## src/logic/acdp_pkg.sv

```systemverilog
// constants, register map and carrier types of the ac diagnostic and protection block
package acdp_pkg;

	// ----------------------------------------
	// register offsets
	// ----------------------------------------
	localparam logic [7:0] REG_BRIDGE   = 8'h00;
	localparam logic [7:0] REG_MISC1    = 8'h01;
	localparam logic [7:0] REG_CH_STATE = 8'h0F;
	localparam logic [7:0] REG_FAULT    = 8'h10;
	localparam logic [7:0] REG_WARN     = 8'h13;
	localparam logic [7:0] REG_AC_EN    = 8'h15;
	localparam logic [7:0] REG_AC_CFG   = 8'h16;
	localparam logic [7:0] REG_PH_HI    = 8'h1B;
	localparam logic [7:0] REG_PH_LO    = 8'h1C;
	localparam logic [7:0] REG_STI_HI   = 8'h1D;
	localparam logic [7:0] REG_STI_LO   = 8'h1E;
	localparam logic [7:0] REG_MISC3    = 8'h21;
	localparam logic [7:0] REG_CLIP_WIN = 8'h23;

	// ----------------------------------------
	// field positions
	// ----------------------------------------
	localparam int BIT_PB_FIRST    = 0;
	localparam int BIT_PB_SECOND   = 1;
	localparam int BIT_ILIM_LVL    = 4;
	localparam int BIT_AC_LOOP1    = 3;
	localparam int BIT_AC_LOOP3    = 1;
	localparam int BIT_LOOPBACK    = 7;
	localparam int BIT_CLEAR_FAULT = 7;
	localparam int BIT_DC_MASK     = 0;
	localparam int BIT_CLIP_MASK   = 1;
	localparam int BIT_DIAG_EN     = 2;

	// ----------------------------------------
	// reset values and sizes
	// ----------------------------------------
	localparam logic [7:0] RST_CLIP_WIN = 8'h14;
	localparam logic       RST_DIAG_EN  = 1'b1;
	localparam int         NCH          = 4;
	localparam int         NSYNC        = 14;

	// reported channel codes
	localparam logic [1:0] CODE_PLAY = 2'h0;
	localparam logic [1:0] CODE_HIZ  = 2'h1;
	localparam logic [1:0] CODE_AC   = 2'h2;
	localparam logic [1:0] CODE_DC   = 2'h3;

	// ----------------------------------------
	// types
	// ----------------------------------------
	typedef enum logic [3:0] {
		CH_PLAY = 4'h1,
		CH_HIZ  = 4'h2,
		CH_AC   = 4'h4,
		CH_DC   = 4'h8
	} acdp_ch_t;

	typedef enum logic [4:0] {
		I2_IDLE = 5'h01,
		I2_DEV  = 5'h02,
		I2_PTR  = 5'h04,
		I2_WR   = 5'h08,
		I2_RD   = 5'h10
	} acdp_i2c_t;

	typedef struct packed {
		logic [3:0] lim;
		logic [3:0] sd;
		logic [3:0] dc;
	} acdp_ana_t;

	typedef struct packed {
		logic        done;
		logic [15:0] phase;
		logic [15:0] stim;
	} acdp_ac_res_t;

endpackage

```

## src/logic/acdp_core.sv

```systemverilog
// ac diagnostic sequencing, channel protection and i2c register file

module acdp_core #(
	parameter logic [6:0] DEV_ADDR = 7'h5C // arbitrary default
) (
	// clock and reset
	input  wire logic                  core_clk,
	input  wire logic                  reset_n,
	// control bus pins
	input  wire logic                  scl_pin,
	input  wire logic                  sda_pin_in,
	output logic                       sda_pin_out,
	output logic                       sda_pin_oe,
	// status pins, open drain
	output logic                       fault_pin_out,
	output logic                       fault_pin_oe,
	output logic                       warn_pin_out,
	output logic                       warn_pin_oe,
	// analog comparators
	input  acdp_pkg::acdp_ana_t        ana_in,
	// modulator
	input  wire logic [3:0]            pwm_in,
	input  wire logic                  pwm_tick,
	input  wire logic [3:0]            full_duty,
	output logic [3:0]                 pwm_out,
	// ac measurement engine
	input  acdp_pkg::acdp_ac_res_t     ac_res,
	output logic [1:0]                 ac_loop_run,
	output logic                       ac_loopback_select,
	// dc diagnostic engine
	input  wire logic [3:0]            diag_done,
	input  wire logic [3:0]            load_fault,
	output logic [3:0]                 dc_diag_run,
	// configuration out
	output logic [1:0]                 paired_bridge_mode,
	output logic                       ilimit_level,
	output logic [3:0]                 chan_hiz
);

	initial begin
		if (DEV_ADDR == 7'h00) begin
			$error("device address zero is the general call");
		end
	end

	// ----------------------------------------
	// state
	// ----------------------------------------
	typedef struct packed {
		logic [acdp_pkg::NSYNC-1:0]        sync1;
		logic [acdp_pkg::NSYNC-1:0]        sync2;
		logic                              scl_p;
		logic                              sda_p;
		acdp_pkg::acdp_i2c_t               i2;
		logic [3:0]                        bitcnt;
		logic [7:0]                        shreg;
		logic [7:0]                        ptr;
		logic                              sda_oe;
		logic [1:0]                        bridge;
		logic                              ilim;
		logic [1:0]                        ac_en;
		logic                              loopback;
		logic                              dc_mask;
		logic                              clip_mask;
		logic                              diag_en;
		logic [7:0]                        clip_win;
		logic [15:0]                       phase;
		logic [15:0]                       stim;
		logic [1:0]                        ac_busy;
		acdp_pkg::acdp_ch_t [3:0]          ch;
		logic [3:0]                        oc_flt;
		logic [3:0]                        dc_flt;
		logic                              clip;
		logic [3:0][7:0]                   clip_cnt;
		logic [3:0]                        trip;
		logic [3:0]                        pwm_out;
		logic                              fault_oe;
		logic                              warn_oe;
	} acdp_st_t;

	acdp_st_t            st_q;
	acdp_st_t            st_d;
	logic                rst_meta_n;
	logic                rst_n;
	acdp_pkg::acdp_ana_t ana_s;
	logic                scl_s;
	logic                sda_s;
	logic                clr;
	logic                clip_evt;
	logic                ac_fin;

	// ----------------------------------------
	// reset release
	// ----------------------------------------
	always_ff @(posedge core_clk or negedge reset_n) begin
		if (!reset_n) begin
			rst_meta_n <= 1'b0;
			rst_n      <= 1'b0;
		end else begin
			rst_meta_n <= 1'b1;
			rst_n      <= rst_meta_n;
		end
	end

	assign ana_s = st_q.sync2[11:0];
	assign scl_s = st_q.sync2[13];
	assign sda_s = st_q.sync2[12];

	function automatic logic [1:0] ch_code(input acdp_pkg::acdp_ch_t c);
		logic [1:0] r;
		r = acdp_pkg::CODE_HIZ;
		if (c == acdp_pkg::CH_PLAY) r = acdp_pkg::CODE_PLAY;
		if (c == acdp_pkg::CH_AC) r = acdp_pkg::CODE_AC;
		if (c == acdp_pkg::CH_DC) r = acdp_pkg::CODE_DC;
		return r;
	endfunction

	// reserved bits and unmapped offsets read zero
	function automatic logic [7:0] reg_rd(input acdp_st_t s, input logic [7:0] a);
		logic [7:0] r;
		r = 8'h00;
		case (a)
			acdp_pkg::REG_BRIDGE:   r[1:0] = s.bridge;
			acdp_pkg::REG_MISC1:    r[acdp_pkg::BIT_ILIM_LVL] = s.ilim;
			acdp_pkg::REG_CH_STATE: r = {ch_code(s.ch[3]), ch_code(s.ch[2]), ch_code(s.ch[1]), ch_code(s.ch[0])};
			acdp_pkg::REG_FAULT:    r = {s.dc_flt, s.oc_flt};
			acdp_pkg::REG_WARN:     r[0] = s.clip;
			acdp_pkg::REG_AC_EN:    r = {4'h0, s.ac_en[0], 1'b0, s.ac_en[1], 1'b0};
			acdp_pkg::REG_AC_CFG:   r[acdp_pkg::BIT_LOOPBACK] = s.loopback;
			acdp_pkg::REG_PH_HI:    r = s.phase[15:8];
			acdp_pkg::REG_PH_LO:    r = s.phase[7:0];
			acdp_pkg::REG_STI_HI:   r = s.stim[15:8];
			acdp_pkg::REG_STI_LO:   r = s.stim[7:0];
			acdp_pkg::REG_MISC3:    r = {5'h00, s.diag_en, s.clip_mask, s.dc_mask};
			acdp_pkg::REG_CLIP_WIN: r = s.clip_win;
			default:                r = 8'h00;
		endcase
		return r;
	endfunction

	// ----------------------------------------
	// next state
	// ----------------------------------------
	always_comb begin
		logic       wr;
		logic       start;
		logic       stop;
		logic       rise;
		logic       fall;
		logic [1:0] en_new;
		logic       ev;
		st_d     = st_q;
		wr       = 1'b0;
		clr      = 1'b0;
		clip_evt = 1'b0;
		ac_fin   = 1'b0;
		en_new   = st_q.ac_en;
		ev       = 1'b0;
		st_d.sync1 = {scl_pin, sda_pin_in, ana_in};
		st_d.sync2 = st_q.sync1;
		st_d.scl_p = scl_s;
		st_d.sda_p = sda_s;
		start = scl_s && st_q.scl_p && st_q.sda_p && !sda_s;
		stop  = scl_s && st_q.scl_p && !st_q.sda_p && sda_s;
		rise  = scl_s && !st_q.scl_p;
		fall  = !scl_s && st_q.scl_p;

		// control bus slave, auto-incrementing pointer
		if (start) begin
			st_d.i2     = acdp_pkg::I2_DEV;
			st_d.bitcnt = 4'h0;
			st_d.sda_oe = 1'b0;
		end else if (stop) begin
			st_d.i2     = acdp_pkg::I2_IDLE;
			st_d.sda_oe = 1'b0;
		end else if (st_q.i2 != acdp_pkg::I2_IDLE) begin
			if (rise && st_q.bitcnt < 4'h8) begin
				st_d.shreg  = {st_q.shreg[6:0], sda_s};
				st_d.bitcnt = st_q.bitcnt + 4'h1;
			end else if (rise && st_q.bitcnt == 4'h8 && st_q.i2 == acdp_pkg::I2_RD) begin
				if (sda_s) begin
					st_d.i2 = acdp_pkg::I2_IDLE;
				end else begin
					st_d.ptr    = st_q.ptr + 8'h01;
					st_d.shreg  = reg_rd(st_q, st_q.ptr + 8'h01);
					st_d.bitcnt = 4'h9;
				end
			end else if (fall && st_q.bitcnt < 4'h8) begin
				st_d.sda_oe = (st_q.i2 == acdp_pkg::I2_RD) && !st_q.shreg[7];
			end else if (fall && st_q.bitcnt == 4'h8) begin
				st_d.sda_oe = st_q.i2 != acdp_pkg::I2_RD;
				st_d.bitcnt = (st_q.i2 == acdp_pkg::I2_RD) ? 4'h8 : 4'h9;
				unique case (st_q.i2)
					acdp_pkg::I2_DEV: begin
						if (st_q.shreg[7:1] != DEV_ADDR) begin
							st_d.i2     = acdp_pkg::I2_IDLE;
							st_d.sda_oe = 1'b0;
						end else if (st_q.shreg[0]) begin
							st_d.i2    = acdp_pkg::I2_RD;
							st_d.shreg = reg_rd(st_q, st_q.ptr);
						end else begin
							st_d.i2 = acdp_pkg::I2_PTR;
						end
					end
					acdp_pkg::I2_PTR: begin
						st_d.ptr = st_q.shreg;
						st_d.i2  = acdp_pkg::I2_WR;
					end
					acdp_pkg::I2_WR: begin
						wr       = 1'b1;
						st_d.ptr = st_q.ptr + 8'h01;
					end
					acdp_pkg::I2_RD: begin
						st_d.sda_oe = 1'b0;
					end
					default: begin
						st_d.i2 = acdp_pkg::I2_IDLE;
					end
				endcase
			end else if (fall && st_q.bitcnt == 4'h9) begin
				st_d.bitcnt = 4'h0;
				st_d.sda_oe = (st_q.i2 == acdp_pkg::I2_RD) && !st_q.shreg[7];
			end
		end

		// register writes
		if (wr) begin
			case (st_q.ptr)
				acdp_pkg::REG_BRIDGE:   st_d.bridge = st_q.shreg[1:0];
				acdp_pkg::REG_MISC1:    st_d.ilim = st_q.shreg[acdp_pkg::BIT_ILIM_LVL];
				acdp_pkg::REG_AC_EN:    en_new = {st_q.shreg[acdp_pkg::BIT_AC_LOOP3], st_q.shreg[acdp_pkg::BIT_AC_LOOP1]};
				acdp_pkg::REG_AC_CFG:   st_d.loopback = st_q.shreg[acdp_pkg::BIT_LOOPBACK];
				acdp_pkg::REG_MISC3: begin
					clr            = st_q.shreg[acdp_pkg::BIT_CLEAR_FAULT];
					st_d.dc_mask   = st_q.shreg[acdp_pkg::BIT_DC_MASK];
					st_d.clip_mask = st_q.shreg[acdp_pkg::BIT_CLIP_MASK];
					st_d.diag_en   = st_q.shreg[acdp_pkg::BIT_DIAG_EN];
				end
				acdp_pkg::REG_CLIP_WIN: st_d.clip_win = st_q.shreg;
				default:                st_d.ptr = st_q.ptr + 8'h01;
			endcase
		end

		// ac measurement; a start while a loop runs is ignored, but two starts in one write both run
		st_d.ac_en = en_new;
		for (int k = 0; k < 2; k++) begin
			if (en_new[k] && !st_q.ac_en[k] && st_q.ac_busy == 2'b00) begin
				st_d.ac_busy[k] = 1'b1;
				for (int j = 0; j < 2; j++) begin
					if (st_q.ch[2*k+j] == acdp_pkg::CH_HIZ || st_q.ch[2*k+j] == acdp_pkg::CH_PLAY) begin
						st_d.ch[2*k+j] = acdp_pkg::CH_AC;
					end
				end
			end else if (!en_new[k] && st_q.ac_en[k]) begin
				st_d.ac_busy[k] = 1'b0;
				for (int j = 0; j < 2; j++) begin
					if (st_q.ch[2*k+j] == acdp_pkg::CH_AC || st_q.ch[2*k+j] == acdp_pkg::CH_HIZ) begin
						if (!st_q.oc_flt[2*k+j] && !st_q.dc_flt[2*k+j]) st_d.ch[2*k+j] = acdp_pkg::CH_PLAY;
					end
				end
			end else if (st_q.ac_busy[k] && ac_res.done) begin
				ac_fin          = 1'b1;
				st_d.ac_busy[k] = 1'b0;
				st_d.phase      = ac_res.phase;
				if (!st_q.loopback) st_d.stim = ac_res.stim;
				for (int j = 0; j < 2; j++) begin
					if (st_q.ch[2*k+j] == acdp_pkg::CH_AC) st_d.ch[2*k+j] = acdp_pkg::CH_HIZ;
				end
			end
		end

		// per-channel protection
		for (int i = 0; i < acdp_pkg::NCH; i++) begin
			// pulse cut lasts to end of the pwm pulse, no fault raised
			st_d.trip[i] = pwm_in[i] && (st_q.trip[i] || ana_s.lim[i]);
			if (clr && (st_q.oc_flt[i] || st_q.dc_flt[i])) begin
				st_d.oc_flt[i] = 1'b0;
				st_d.dc_flt[i] = 1'b0;
				st_d.ch[i] = st_q.diag_en ? acdp_pkg::CH_DC : acdp_pkg::CH_PLAY;
			end else if (st_q.ch[i] == acdp_pkg::CH_DC && diag_done[i] && !load_fault[i]) begin
				st_d.ch[i] = acdp_pkg::CH_PLAY;
			end
			// an overcurrent event wins over a clear in the same cycle; a dc event only latches on a channel already playing
			if (ana_s.sd[i]) begin
				st_d.oc_flt[i] = 1'b1;
				st_d.ch[i]     = acdp_pkg::CH_HIZ;
			end
			if (ana_s.dc[i] && st_q.ch[i] == acdp_pkg::CH_PLAY) begin
				st_d.dc_flt[i] = 1'b1;
				st_d.ch[i]     = acdp_pkg::CH_HIZ;
			end
			st_d.pwm_out[i] = pwm_in[i] && !st_d.trip[i] && st_d.ch[i] == acdp_pkg::CH_PLAY;
			// consecutive full-duty cycle count
			if (pwm_tick) begin
				if (!full_duty[i]) begin
					st_d.clip_cnt[i] = 8'h00;
				end else if (st_q.clip_cnt[i] != st_q.clip_win) begin
					st_d.clip_cnt[i] = st_q.clip_cnt[i] + 8'h01;
				end
				if (full_duty[i] && st_d.clip_cnt[i] == st_q.clip_win && st_q.clip_win != 8'h00) begin
					ev = 1'b1;
				end
			end
		end
		clip_evt     = ev;
		st_d.clip    = (st_q.clip && !clr) || ev;
		st_d.warn_oe = st_d.clip && !st_d.clip_mask;
		st_d.fault_oe = (|st_d.oc_flt) || (|(st_d.dc_flt & {4{!st_d.dc_mask}}));
	end

	always_ff @(posedge core_clk or negedge rst_n) begin
		if (!rst_n) begin
			st_q          <= '0;
			// bus pins idle high, comparators idle low: no false fault after reset
			st_q.sync1    <= {2'b11, {(acdp_pkg::NSYNC-2){1'b0}}};
			st_q.sync2    <= {2'b11, {(acdp_pkg::NSYNC-2){1'b0}}};
			st_q.scl_p    <= 1'b1;
			st_q.sda_p    <= 1'b1;
			st_q.i2       <= acdp_pkg::I2_IDLE;
			st_q.diag_en  <= acdp_pkg::RST_DIAG_EN;
			st_q.clip_win <= acdp_pkg::RST_CLIP_WIN;
			st_q.ch       <= {acdp_pkg::NCH{acdp_pkg::CH_PLAY}};
		end else begin
			st_q <= st_d;
		end
	end

	// ----------------------------------------
	// outputs
	// ----------------------------------------
	assign sda_pin_out        = 1'b0;
	assign sda_pin_oe         = st_q.sda_oe;
	assign fault_pin_out      = 1'b0;
	assign fault_pin_oe       = st_q.fault_oe;
	assign warn_pin_out       = 1'b0;
	assign warn_pin_oe        = st_q.warn_oe;
	assign pwm_out            = st_q.pwm_out;
	assign ac_loop_run        = st_q.ac_busy;
	assign ac_loopback_select = st_q.loopback;
	assign paired_bridge_mode = st_q.bridge;
	assign ilimit_level       = st_q.ilim;

	generate
		for (genvar g = 0; g < acdp_pkg::NCH; g++) begin : g_ch
			assign dc_diag_run[g] = st_q.ch[g] == acdp_pkg::CH_DC;
			assign chan_hiz[g]    = st_q.ch[g] != acdp_pkg::CH_PLAY;
		end
	endgenerate

	// ----------------------------------------
	// checks
	// ----------------------------------------
	a_oc_shuts_down: assert property (@(posedge core_clk) disable iff (!rst_n)
		ana_s.sd[2] |=> chan_hiz[2] && !pwm_out[2] && fault_pin_oe && st_q.oc_flt[2])
		else $error("overcurrent did not shut channel 2 down");
	a_limit_cuts_pulse: assert property (@(posedge core_clk) disable iff (!rst_n)
		ana_s.lim[1] |=> !pwm_out[1])
		else $error("current limit did not cut the pulse");
	a_limit_no_fault: assert property (@(posedge core_clk) disable iff (!rst_n)
		(st_q.oc_flt == 4'h0 && st_q.dc_flt == 4'h0 && ana_s.sd == 4'h0 && ana_s.dc == 4'h0) |=> !fault_pin_oe)
		else $error("fault pin without a fault");
	a_clear_releases: assert property (@(posedge core_clk) disable iff (!rst_n)
		(clr && !clip_evt) |=> !warn_pin_oe ##0 !st_q.clip)
		else $error("fault clear left the warn latch set");
	a_clear_restarts: assert property (@(posedge core_clk) disable iff (!rst_n)
		(clr && st_q.oc_flt[2] && st_q.diag_en && !ana_s.sd[2] && !ana_s.dc[2]) |=> dc_diag_run[2] && !st_q.oc_flt[2])
		else $error("clear did not start rediagnosis");
	a_ac_result_store: assert property (@(posedge core_clk) disable iff (!rst_n)
		(ac_fin && st_q.ac_busy[0] && st_q.ch[0] == acdp_pkg::CH_AC && !ana_s.sd[0])
		|=> st_q.ch[0] == acdp_pkg::CH_HIZ && ac_loop_run == 2'b00 && st_q.phase == $past(ac_res.phase))
		else $error("ac result not stored on finish");
	a_ref_keeps_stim: assert property (@(posedge core_clk) disable iff (!rst_n)
		(ac_fin && ac_loopback_select) |=> $stable(st_q.stim))
		else $error("reference stage overwrote stimulus count");
	a_clip_to_warn: assert property (@(posedge core_clk) disable iff (!rst_n)
		(clip_evt && !st_d.clip_mask) |=> warn_pin_oe ##1 (warn_pin_oe || $past(clr) || st_q.clip_mask))
		else $error("clip not reported on warn pin");

endmodule

```

## config.mk

```make
export PLATFORM = sky130hd
export DESIGN_NAME = acdp_core
export DESIGN_NICKNAME = d
export VERILOG_FILES = /design/src/logic/acdp_pkg.sv /design/src/logic/acdp_core.sv
export SDC_FILE = /design/constraint.sdc
export NUM_CORES = 1
export LEC_CHECK = 0
export ABC_AREA = 1
export BUFFER_PORTS_ARGS = -buffer_cell sky130_fd_sc_hd__buf_2
export CELL_PAD_IN_SITES_DETAIL_PLACEMENT = 1
export CELL_PAD_IN_SITES_GLOBAL_PLACEMENT = 2
export CORE_ASPECT_RATIO = 1.1
export CORE_MARGIN = 5
export CORE_UTILIZATION = 37
export DETAILED_ROUTE_END_ITERATION = 16
export PLACE_DENSITY_LB_ADDON = 0.05
export SLEW_MARGIN = 40
export SYNTH_ARGS = -nofsm -noshare
export SYNTH_HDL_FRONTEND = slang
export SYNTH_SLANG_ARGS = --single-unit
```

## constraint.sdc

```tcl
create_clock -name core_clk -period 11.1 [get_ports core_clk]
set_input_delay 0.555 -clock core_clk [delete_from_list [all_inputs] [get_ports core_clk]]
set_output_delay 0.555 -clock core_clk [all_outputs]
set_load 0.02 [all_outputs]
```

==> results of run 1 <==
-- critical path, cell delays in order (launching register included) --
cell,delay (ns)
dfrtp_1,0.49
ha_1,0.26
inv_1,0.10
nor2_2,0.15
nand2_1,0.10
nor2_2,0.13
xor2_2,0.13
nor2_4,0.61
nand3_1,0.49
o22ai_1,0.31
nor2_1,0.08
nand2_1,0.07
nand2_1,0.12
a21boi_1,0.16
-- power breakdown --
group	total [uW]	internal, uW	leakage, uW	switching, uW
Sequential	789	703	0.00208	86.1
Clock	644	374	0.000291	271
Combinational	548	164	0.00373	384
-- sequential cells by signal, indices dropped and copies added (netlist names) --
name	flops
st_d	14
pwm_out	4
ac_loop_run	2
ac_loopback_select	1
paired_bridge_mode	2
fault_pin_oe	1
ilimit_level	1
rst_meta_n	1
sda_pin_oe	1
ana_s	12
st_q	133
rst_n	1
scl_s	1
warn_pin_oe	1
sda_s	1
-- synthesized netlist by cell type, types with 13 or more instances --
| master | number | area, sq um |
|---|---|---|
| xnor2_1 | 20 | 175 |
| a21oi_1 | 51 | 255 |
| buf_4 | 13 | 97.6 |
| nand4_1 | 45 | 282 |
| xor2_1 | 15 | 131 |
| dfrtp_1 | 162 | 4050 |
| dfstp_2 | 14 | 368 |
| nand3_1 | 123 | 616 |
| nor3_1 | 26 | 130 |
| buf_2 | 13 | 65.1 |
| o22ai_1 | 40 | 250 |
| o21ai_0 | 111 | 556 |
| nor2_1 | 174 | 653 |
| inv_1 | 190 | 713 |
| nand2_1 | 411 | 1540 |
| clkbuf_1 | 20 | 75.1 |
-- timing repair --
item | in CTS | in global routing
hold buffers | 1 | 0
resized for setup | 0 | 0
endpoints found under the hold margin | 2 | 0
-- layout make-up --
type	count	area (sq um)
multi-input combinational	1144	5700
timing repair buffer	94	509
tap	374	468
clock buffer	24	482
fill	3834	17200
clock inverter	8	128
sequential	176	4430
inverter	203	764
-- stage by stage --
| stage | hold slack, ns | cells | instance area, sq um | total power, uW | utilization (%) |
|---|---|---|---|---|---|
| 3_5_place_dp | 0.296 | 1990 | 11900 | 1350 | 40.0 |
| 6_report | 0.212 | 2023 | 12500 | 1980 | 42.1 |
| 2_1_floorplan | 0.259 | 1574 | 11200 | 1160 | - |
| 5_1_grt | 0.182 | 2023 | 12500 | 2110 | 42.1 |
| 3_3_place_gp | 0.333 | 1989 | 11800 | 1340 | 39.9 |
| 4_1_cts | 0.181 | 2023 | 12500 | 2000 | 42.1 |
-- metal layers --
layer | up-vias | GRT usage (%)
met5 | - | 0
met4 | 0 | 8.79
met3 | 62 | 3.70
met2 | 205 | 42.4
met1 | 5367 | 30.3
li1 | 5265 | -
-- final timing paths --
path | from | end | slack, ns | cells past startpoint
setup / recovery | st_q[119] | st_q[132] | 7.82 | 13
hold reg to reg | rst_n | st_q[135] | 0.27 | 0
min in group asynchronous | rst_n | st_q[135] | 0.27 | 0
hold / removal | ana_in[0] | st_d[146] | 0.21 | 1
setup reg to reg | st_q[119] | st_q[132] | 7.82 | 13
max in group asynchronous | rst_n | st_q[33] | 9.80 | 1
-- cells by family after synthesis --
group                      after synthesis  share of synthesized area (%)
adders and majority gates               12                           1.35
and+or+nand+nor                        835                           33.4
muxes                                    1                          0.101
buffers and inverters                  254                           9.34
AOI/OAI and AO/OA                      256                           13.2
other                                    2                         0.0674
DFF                                    176                           39.7
xor gates and xnor gates                36                           2.90
==> reports/results.env, run 1 <==
ROUTEDLENGTHMET1_UM=17800
TOP_LAYER='met4'
VIAS=10900
STD_CELL_ROWS=66
INITIAL_CORE_UTIL_PCT=37.6
POST_SYNTH_NUM_CELL_TYPES=58
PORTS=90
PERIOD_UTILIZATION_PCT=29.5
TOTAL_NUMBER_OF_YOSYS_WARNINGS=0
FINAL_MIN_PERIOD_NS=3.28
TIMING.HOLD.WORST.CLASS='in2reg'
ASYNC_FLOP_SHARE_PCT=100
REPORT.FINAL.HOLD_VIOL_COUNT=0
CLOCK_TREE_ROOT='clkbuf_16'
SYN-INSTANCE-COUNT=1572
CLOCK-SINKS=176
CTS.PATH.MAX_BUFFERS=2
FIRST_GLOBAL_VIAS=11300
GRT_USE_TOTAL_PCT=24.2
POST-ROUTE-WORST-SETUP-SLACK_NS=7.82
IR_WORST_VDD_V=0.000110
SEQ_AREA_FRAC_SYNTH_PCT=39.7
PLACE.PORT_BUFFERS=86
CLOCK_INSERTION_DELAY_WORST_SKEW_NS=0.45
GPL.FINAL_WEIGHTED_CONGESTION=0.984
FLIP_FLOP_AND_LATCH_COUNT_AFTER_SYNTHESIS=176
FINALSETUPVIOLCOUNT=0
GRT_ANTENNA_BEFORE_REPAIR=0
MAX_CAP_VIOL_COUNT=0
WL_PER_CELL_UM=19.9
CRITICAL_PATH_PEAK_FANOUT=24
FLOORPLAN.CORE_AREA_SQ_UM=29600
LAYOUT.NETS=1714
N_ANTENNA_CELL=0
FMAX_MHz=305
MAXSLEWVIOLCOUNT=0
GRT_START_MAX_NET_PINS=69
DRC=0
WORST-SETUP-PATH-TYPE='reg2reg'
ROUTE.FINAL.WIRE_LENGTH_UM=40200
WL_MET3_UM=1460
SKEW_NS=0.0133
LAYOUT.CELLS.MOST_COMMON_LIST='nand2_1 (410), inv_1 (190), nor2_1 (174)'
RSZ0062_AT_GRT='false'
FP.DIEW_UM=176
POWER_DENSITY_nW_PER_UM2=159
HTREE_LEVELS=4
DIE-HEIGHT_UM=192
TIMING.SLEW.HEADROOM_PCT=45.9
RUN_STATUS='completed'
TNS_NS=0
WORST_SETUP_HOLD_PATH_CLK_SLEW_NS=0.07
DP_HPWL_UM=31000
TRITONCTS='done'
CTS_POST_SETUP_BUFFERS_INSERTED=0
MET2_ROUTED_WL_UM=19800
CRIT_ARRIVAL_NS=3.65
SYNTH_ENABLE_FLOP_CELLS=0
DRIVE_ABOVE_1_SHARE_PCT=11.8
WORSTMARGINPINSLEW_NS=0.806
DRT-VIAS-PER-INSTANCE=5.39
PLACE_WS_NS=7.91
TOTAL_DIE_AREA_SQ_UM=33700
GRT_FIRST_PASS_WIRELENGTH_UM=63700
AREA_GROWTH_SYNTH_TO_FINISH_PCT=11.9
TOTAL_CTS_BUFFERS=17
DRTPASS1ITERATIONS=5
WORSTSETUPENDPOINTTYPE='flip-flop'
MOSTFREQUENTLAYOUTCELL='nand2_1'
REQUIRED_NS=11.47
SYN_AREA_PER_CELL_SQ_UM=7.09
OVERFLOW=0
DRT.ANTENNA.VIOLATING_NETS=0
SYN_AREA_SQ_UM=11200
SETUP.WORST_PATH.START_CLASS='flip-flop'
P_LEAK_uW=0.00610
INITIALDRTVIOLATIONCOUNT=531
YS_DOMINANT_REG_CELL='dfrtp_1'
No activity file was read; power rests on OpenSTA's default activity.
==> run 2, diff against run 1 <==
CORE_UTILIZATION = 35   (was 37)
clock period = 3.4 ns   (was 11.1 ns; I/O delays follow)
==> reports/results.env, run 2 (same netlist as run 1, synthesis figures left out) <==
TRITONCTS='done'
DRT.ANTENNA.VIOLATING_NETS=0  # unchanged
HTREE_LEVELS=4  # unchanged
TIMING.HOLD.WORST.CLASS='in2async'
STD_CELL_ROWS=68  # +3.0%
MAX_CAP_VIOL_COUNT=0  # unchanged
WORST_SETUP_HOLD_PATH_CLK_SLEW_NS=0.07  # about the same
CRITICAL_PATH_PEAK_FANOUT=11  # -54%
DIE-HEIGHT_UM=197  # +2.7%
CLOCK-SINKS=176  # unchanged
PORTS=90  # unchanged
TOTAL_CTS_BUFFERS=17  # unchanged
FINAL_MIN_PERIOD_NS=3.02  # -0.260 ns
FIN_CELLS=2138  # +5.7%
DP_HPWL_UM=32300  # +4.4%
OVERFLOW=0  # unchanged
FIRST_GLOBAL_VIAS=11700  # +3.7%
CLOCK_TREE_ROOT='clkbuf_16'
PLACE.PORT_BUFFERS=86  # unchanged
POWER_DENSITY_nW_PER_UM2=498  # +210%
ROUTE.FINAL.WIRE_LENGTH_UM=42100  # +4.7%
MOSTFREQUENTLAYOUTCELL='nand2_1'
FMAX_MHz=332  # +8.6%
GRT_START_MAX_NET_PINS=82  # +19%
REGMOSTFLOPS='st_q'
IR_WORST_VDD_V=0.000397  # +260%
MAXSLEWVIOLCOUNT=0  # unchanged
INITIAL_CORE_UTIL_PCT=35.5  # -2.1 points
AREA_GROWTH_SYNTH_TO_FINISH_PCT=18.2
GRT_FIRST_PASS_WIRELENGTH_UM=65900  # +3.5%
LAYOUT.NETS=1783  # +4.0%
WORSTSETUPENDPOINTTYPE='flip-flop'
CTS.PATH.MAX_BUFFERS=2  # unchanged
PLACE_WS_NS=0.431  # -7.48 ns
DRIVE_ABOVE_1_SHARE_PCT=12.5  # +0.69 points
INITIALDRTVIOLATIONCOUNT=530  # -0.19%
DRT-VIAS-PER-INSTANCE=5.20  # -3.4%
P_LEAK_uW=0.00641  # +5.1%
WORSTMARGINPINSLEW_NS=0.791  # -0.0154 ns
POST-ROUTE-WORST-SETUP-SLACK_NS=0.384  # -7.44 ns
DRC=0  # unchanged
PERIOD_UTILIZATION_PCT=88.7  # +59 points
RUN_STATUS='completed'
FLOORPLAN.CORE_AREA_SQ_UM=31400  # +5.9%
TNS_NS=0  # unchanged
TOTAL_DIE_AREA_SQ_UM=35500  # +5.4%
VIAS=11100  # +2.1%
WL_PER_CELL_UM=19.7  # -0.89%
FP.DIEW_UM=180  # +2.7%
DRTPASS1ITERATIONS=6  # +1
REQUIRED_NS=3.77  # -7.70 ns
CTS_POST_SETUP_BUFFERS_INSERTED=0  # unchanged
CRIT_ARRIVAL_NS=3.39  # -0.26 ns
LARGEST_REG_FLOPS=133  # unchanged
N_ANTENNA_CELL=0  # unchanged
SETUP.WORST_PATH.START_CLASS='flip-flop'
SKEW_NS=0.00920  # -0.00408 ns
REPORT.FINAL.HOLD_VIOL_COUNT=0  # unchanged
TIMING.SLEW.HEADROOM_PCT=46.7  # +0.88 points
WORST-SETUP-PATH-TYPE='reg2reg'
FINALSETUPVIOLCOUNT=0  # unchanged
RSZ0062_AT_GRT='false'
CLOCK_INSERTION_DELAY_WORST_SKEW_NS=0.45  # about the same
GPL.FINAL_WEIGHTED_CONGESTION=0.938  # -4.7%
PLACEDCELLCOUNT=2055  # +3.3%
GRT_ANTENNA_BEFORE_REPAIR=0  # unchanged
GRT_USE_TOTAL_PCT=23.6  # -0.62 points
LAYOUT.CELLS.MOST_COMMON_LIST='nand2_1 (411), inv_1 (190), nor2_1 (174)'
## run 2: cell count changes in the layout (fill, tap and decap cells not counted), sizes merged
| cell | previous run | this run |
|---|---|---|
| dlygate4sd3 | 1 | 51 |
| buf | 93 | 112 |
| bufinv | 3 | 2 |
| clkinvlp | 2 | 0 |
| clkbuf | 24 | 21 |
| inv | 202 | 208 |
## run 2: final cells by class
cell class	instances	area, sq um
Clock buffer	21	470
Clock inverter	11	140
Fill cell	3933	18200
Inverter	203	762
Multi-Input combinational cell	1144	5700
Sequential cell	176	4430
Tap cell	420	526
Timing Repair Buffer	163	1160
## run 2: what timing repair did
action / 4_1_cts / 5_1_grt
hold buffers: 51 / 0
endpoints found under the hold margin: 54 / 0
resized for setup: 0 / 0
## run 2: power by group
part	leakage, uW	switching, uW	total, uW	internal, uW
registers	0.00208	285	2580	2290
clock network	0.000304	938	2100	1170
logic	0.00403	1290	1880	588
## run 2: stage by stage
step | hold slack, ns | area, sq um | utilization, % | total power [uW]
final | 0.0380 | 13200 | 42.0 | 6560
after CTS | 0.00319 | 13200 | 42.0 | 6630
after global routing | 0.0316 | 13200 | 42.0 | 6960
after floorplan | -0.126 | 11200 | - | 3800
after detailed placement | -0.0430 | 12100 | 38.4 | 4450
after global placement | -0.0453 | 12100 | 38.4 | 4430
## run 2: metal layers
| layer | up-vias | wire length, um | GRT usage [%] |
|---|---|---|---|
| li1 | 5412 | - | - |
| met1 | 5397 | 17800 | 28.2 |
| met2 | 237 | 21400 | 42.6 |
| met3 | 77 | 1320 | 3.22 |
| met4 | 0 | 1620 | 9.89 |
| met5 | - | 0 | 0 |
## run 2: critical path, stage by stage, from the launching register on
cell,delay (ns)
dfstp_2,0.71
clkinv_1,0.47
nand2_1,0.18
nand2_1,0.07
nand2_1,0.09
nor2_1,0.05
nand2_1,0.27
inv_1,0.13
nand2_1,0.10
nand3_1,0.09
nand2_1,0.08
nand2_1,0.07
nor2_1,0.09
nand2_1,0.07
nor2_1,0.15
nor2_1,0.06
nand2_1,0.06
nand2_1,0.07
a21oi_1,0.12
## run 2: worst paths after layout
check	start	to	cells after the start	slack (ns)
max in group asynchronous	rst_n	st_q[109]	1	2.44
max reg2reg	st_q[105]	warn_pin_oe	18	0.38
min reg2reg	rst_n	st_q[66]	0	0.19
min	reset_n	rst_n	2	0.04
max	st_q[105]	warn_pin_oe	18	0.38
min in group core_clk	ac_res[32]	ac_loop_run[1]	4	0.07
==> run 3, diff against run 2 <==
CORE_ASPECT_RATIO = unset   (was 1.1)
==> reports/results.env, run 3 (same netlist as run 1, synthesis figures left out) <==
VIAS=11200  # +0.91%
SERIES_OF_CELL_INSTANCES_ALONG_THE_CRITICAL_PATH='inv_1, buf_4, nand2_1, nand2_1, nand2_1, nor2_2, nand2_2, nand2_1, nand3_1, nand2_1, nand2_1, nor2_1, nand3_1, nor2_1, nor2_1, nand2_1, nand2_1, a21oi_1'
FILLERINSTANCES=3999  # +1.7%
TOTAL_DIE_AREA_SQ_UM=35500  # about the same
PERIOD_UTILIZATION_PCT=83.4  # -5.3 points
DP_HPWL_UM=33600  # +3.8%
WORSTSETUPENDPOINTTYPE='flip-flop'
STD_CELL_ROWS=65  # -4.4%
LARGEST_REG_FLOPS=133  # unchanged
CP.BUFFERS_INVERTERS=2  # unchanged
CLOCK_TREE_ROOT='clkbuf_16'
TRITONCTS='done'
MULTI_INPUT_AREA_SQ_UM=5700  # unchanged
FINAL_MIN_PERIOD_NS=2.84  # -0.180 ns
POWER_DENSITY_nW_PER_UM2=489  # -1.7%
CRIT_ARRIVAL_NS=3.21  # -0.18 ns
WORST-SETUP-PATH-TYPE='reg2reg'
GRT_USE_TOTAL_PCT=24.3  # +0.69 points
CLOCK-SINKS=176  # unchanged
DRT.ANTENNA.VIOLATING_NETS=0  # unchanged
DRTPASS1ITERATIONS=4  # -2
FINISH.INSTANCE_AREA_SQ_UM=13200  # unchanged
SETUP.WORST_PATH.START_CLASS='flip-flop'
GRT_START_MAX_NET_PINS=65  # -21%
SKEW_NS=0.0113  # +0.00206 ns
REQUIRED_NS=3.77  # about the same
INITIAL_CORE_UTIL_PCT=35.4  # -0.089 points
PLACE.PORT_BUFFERS=86  # unchanged
RUN_STATUS='completed'
FINALHOLDWORSTSLACK_NS=0.0370  # -0.000999 ns
OVERFLOW=0  # unchanged
REGMOSTFLOPS='st_q'
TNS_NS=0  # unchanged
ROUTE.FINAL.WIRE_LENGTH_UM=43100  # +2.3%
GRT_ANTENNA_BEFORE_REPAIR=0  # unchanged
FIRST_GLOBAL_VIAS=11400  # -2.2%
PORTS=90  # unchanged
TOTAL_CTS_BUFFERS=17  # unchanged
TIMING.CRITICAL_PATH.MAX_DELAY_FAMILY='simple AND/OR/NAND/NOR gates'
P_LEAK_uW=0.00642  # +0.11%
CLOCK_INSERTION_DELAY_WORST_SKEW_NS=0.45  # about the same
POST_DP_CELL_AREA_SQ_UM=12100  # +0.35%
CRITICAL_PATH_PEAK_FANOUT=9  # -2
AREA_GROWTH_SYNTH_TO_FINISH_PCT=18.2  # unchanged
POST_CTS_RESIZE_COUNT=0  # unchanged
DRC=0  # unchanged
TIMING.SLEW.HEADROOM_PCT=55.6  # +8.8 points
IR_WORST_VDD_V=0.000355  # -11%
GPL.FINAL_WEIGHTED_CONGESTION=0.919  # -2.0%
LAYOUT.NETS=1787  # +0.22%
TIMING.HOLD.WORST.CLASS='in2async'
DRIVE_ABOVE_1_SHARE_PCT=12.8  # +0.32 points
FLOORPLAN.CORE_AREA_SQ_UM=31500  # +0.25%
CRITPATHMOSTFREQUENTCELL='nand2_1'
CTS.PATH.MAX_BUFFERS=2  # unchanged
REPORT.FINAL.HOLD_VIOL_COUNT=0  # unchanged
SEQCELLAREA_SQ_UM=4430  # unchanged
INITIALDRTVIOLATIONCOUNT=823  # +55%
GRT_FIRST_PASS_WIRELENGTH_UM=67300  # +2.2%
MAX_STAGE_DELAY_CELL_WORST_PATH='dfrtp_1'
RSZ0062_AT_GRT='false'
DRT-VIAS-PER-INSTANCE=5.28  # +1.6%
DIE-HEIGHT_UM=188  # -4.4%
MAX_CAP_VIOL_COUNT=0  # unchanged
CRITPATHMAXSTAGEDELAY_NS=0.51  # -0.20 ns
LAYOUT.CELLS.MOST_COMMON_LIST='nand2_1 (411), inv_1 (190), nor2_1 (174)'
HTREE_LEVELS=4  # unchanged
WORST_SETUP_HOLD_PATH_CLK_SLEW_NS=0.07  # about the same
MAXSLEWVIOLCOUNT=0  # unchanged
FP.DIEW_UM=188  # +4.6%
FMAX_MHz=353  # +6.3%
MOSTFREQUENTLAYOUTCELL='nand2_1'
FINALSETUPVIOLCOUNT=0  # unchanged
WORSTMARGINPINSLEW_NS=0.661  # -0.130 ns
WORST-R2R-SETUP-SLACK_NS=0.56  # +0.18 ns
WL_PER_CELL_UM=20.3  # +3.0%
N_ANTENNA_CELL=0  # unchanged
run 3: final timing paths:
kind | depth (start not counted) | end | start
min in group core_clk | 3 | st_q[80] | ac_res[11]
worst max register to register | 18 | warn_pin_oe | st_q[106]
worst min register to register | 1 | sda_pin_oe | rst_n
worst min-delay path | 2 | rst_n | reset_n
max in group asynchronous | 2 | st_q[109] | rst_n
worst max-delay path | 18 | warn_pin_oe | st_q[106]
run 3: layout make-up:
class | count | area share, %
clock inverter | 15 | 1.16
multi-input combinational | 1144 | 43.2
clock buffer | 17 | 3.23
tap | 402 | 3.82
sequential | 176 | 33.6
timing repair buffer | 167 | 9.23
inverter | 203 | 5.78
run 3: what timing repair did:
item / in CTS / in global routing
buffers inserted: 0 / 0
endpoints found under the hold margin: 53 / 0
hold buffers: 50 / 0
run 3: per-stage QoR:
step	setup slack (ns)	total power (uW)	utilization (%)	instances
finish	0.564	6450	41.9	2124
global route	0.365	6860	41.9	2124
CTS	0.576	6520	41.9	2124
detailed placement	0.608	4440	38.4	2042
global placement	0.619	4400	38.3	2040
floorplan	0.506	3800	-	1574
run 3: per-layer routing:
| layer | vias to the layer above | GRT usage [%] | wire, um |
|---|---|---|---|
| li1 | 5428 | - | - |
| met1 | 5489 | 34.3 | 20400 |
| met2 | 261 | 39.0 | 19700 |
| met3 | 46 | 4.35 | 2000 |
| met4 | 0 | 5.58 | 931 |
| met5 | - | 0 | 0 |
run 3: where the power goes:
part / internal, uW / leakage (uW) / switching (uW)
combinational: 580 / 0.00407 / 1280
sequential: 2290 / 0.00208 / 297
clock: 1030 / 0.000276 / 963
total: 3910 / 0.00642 / 2550
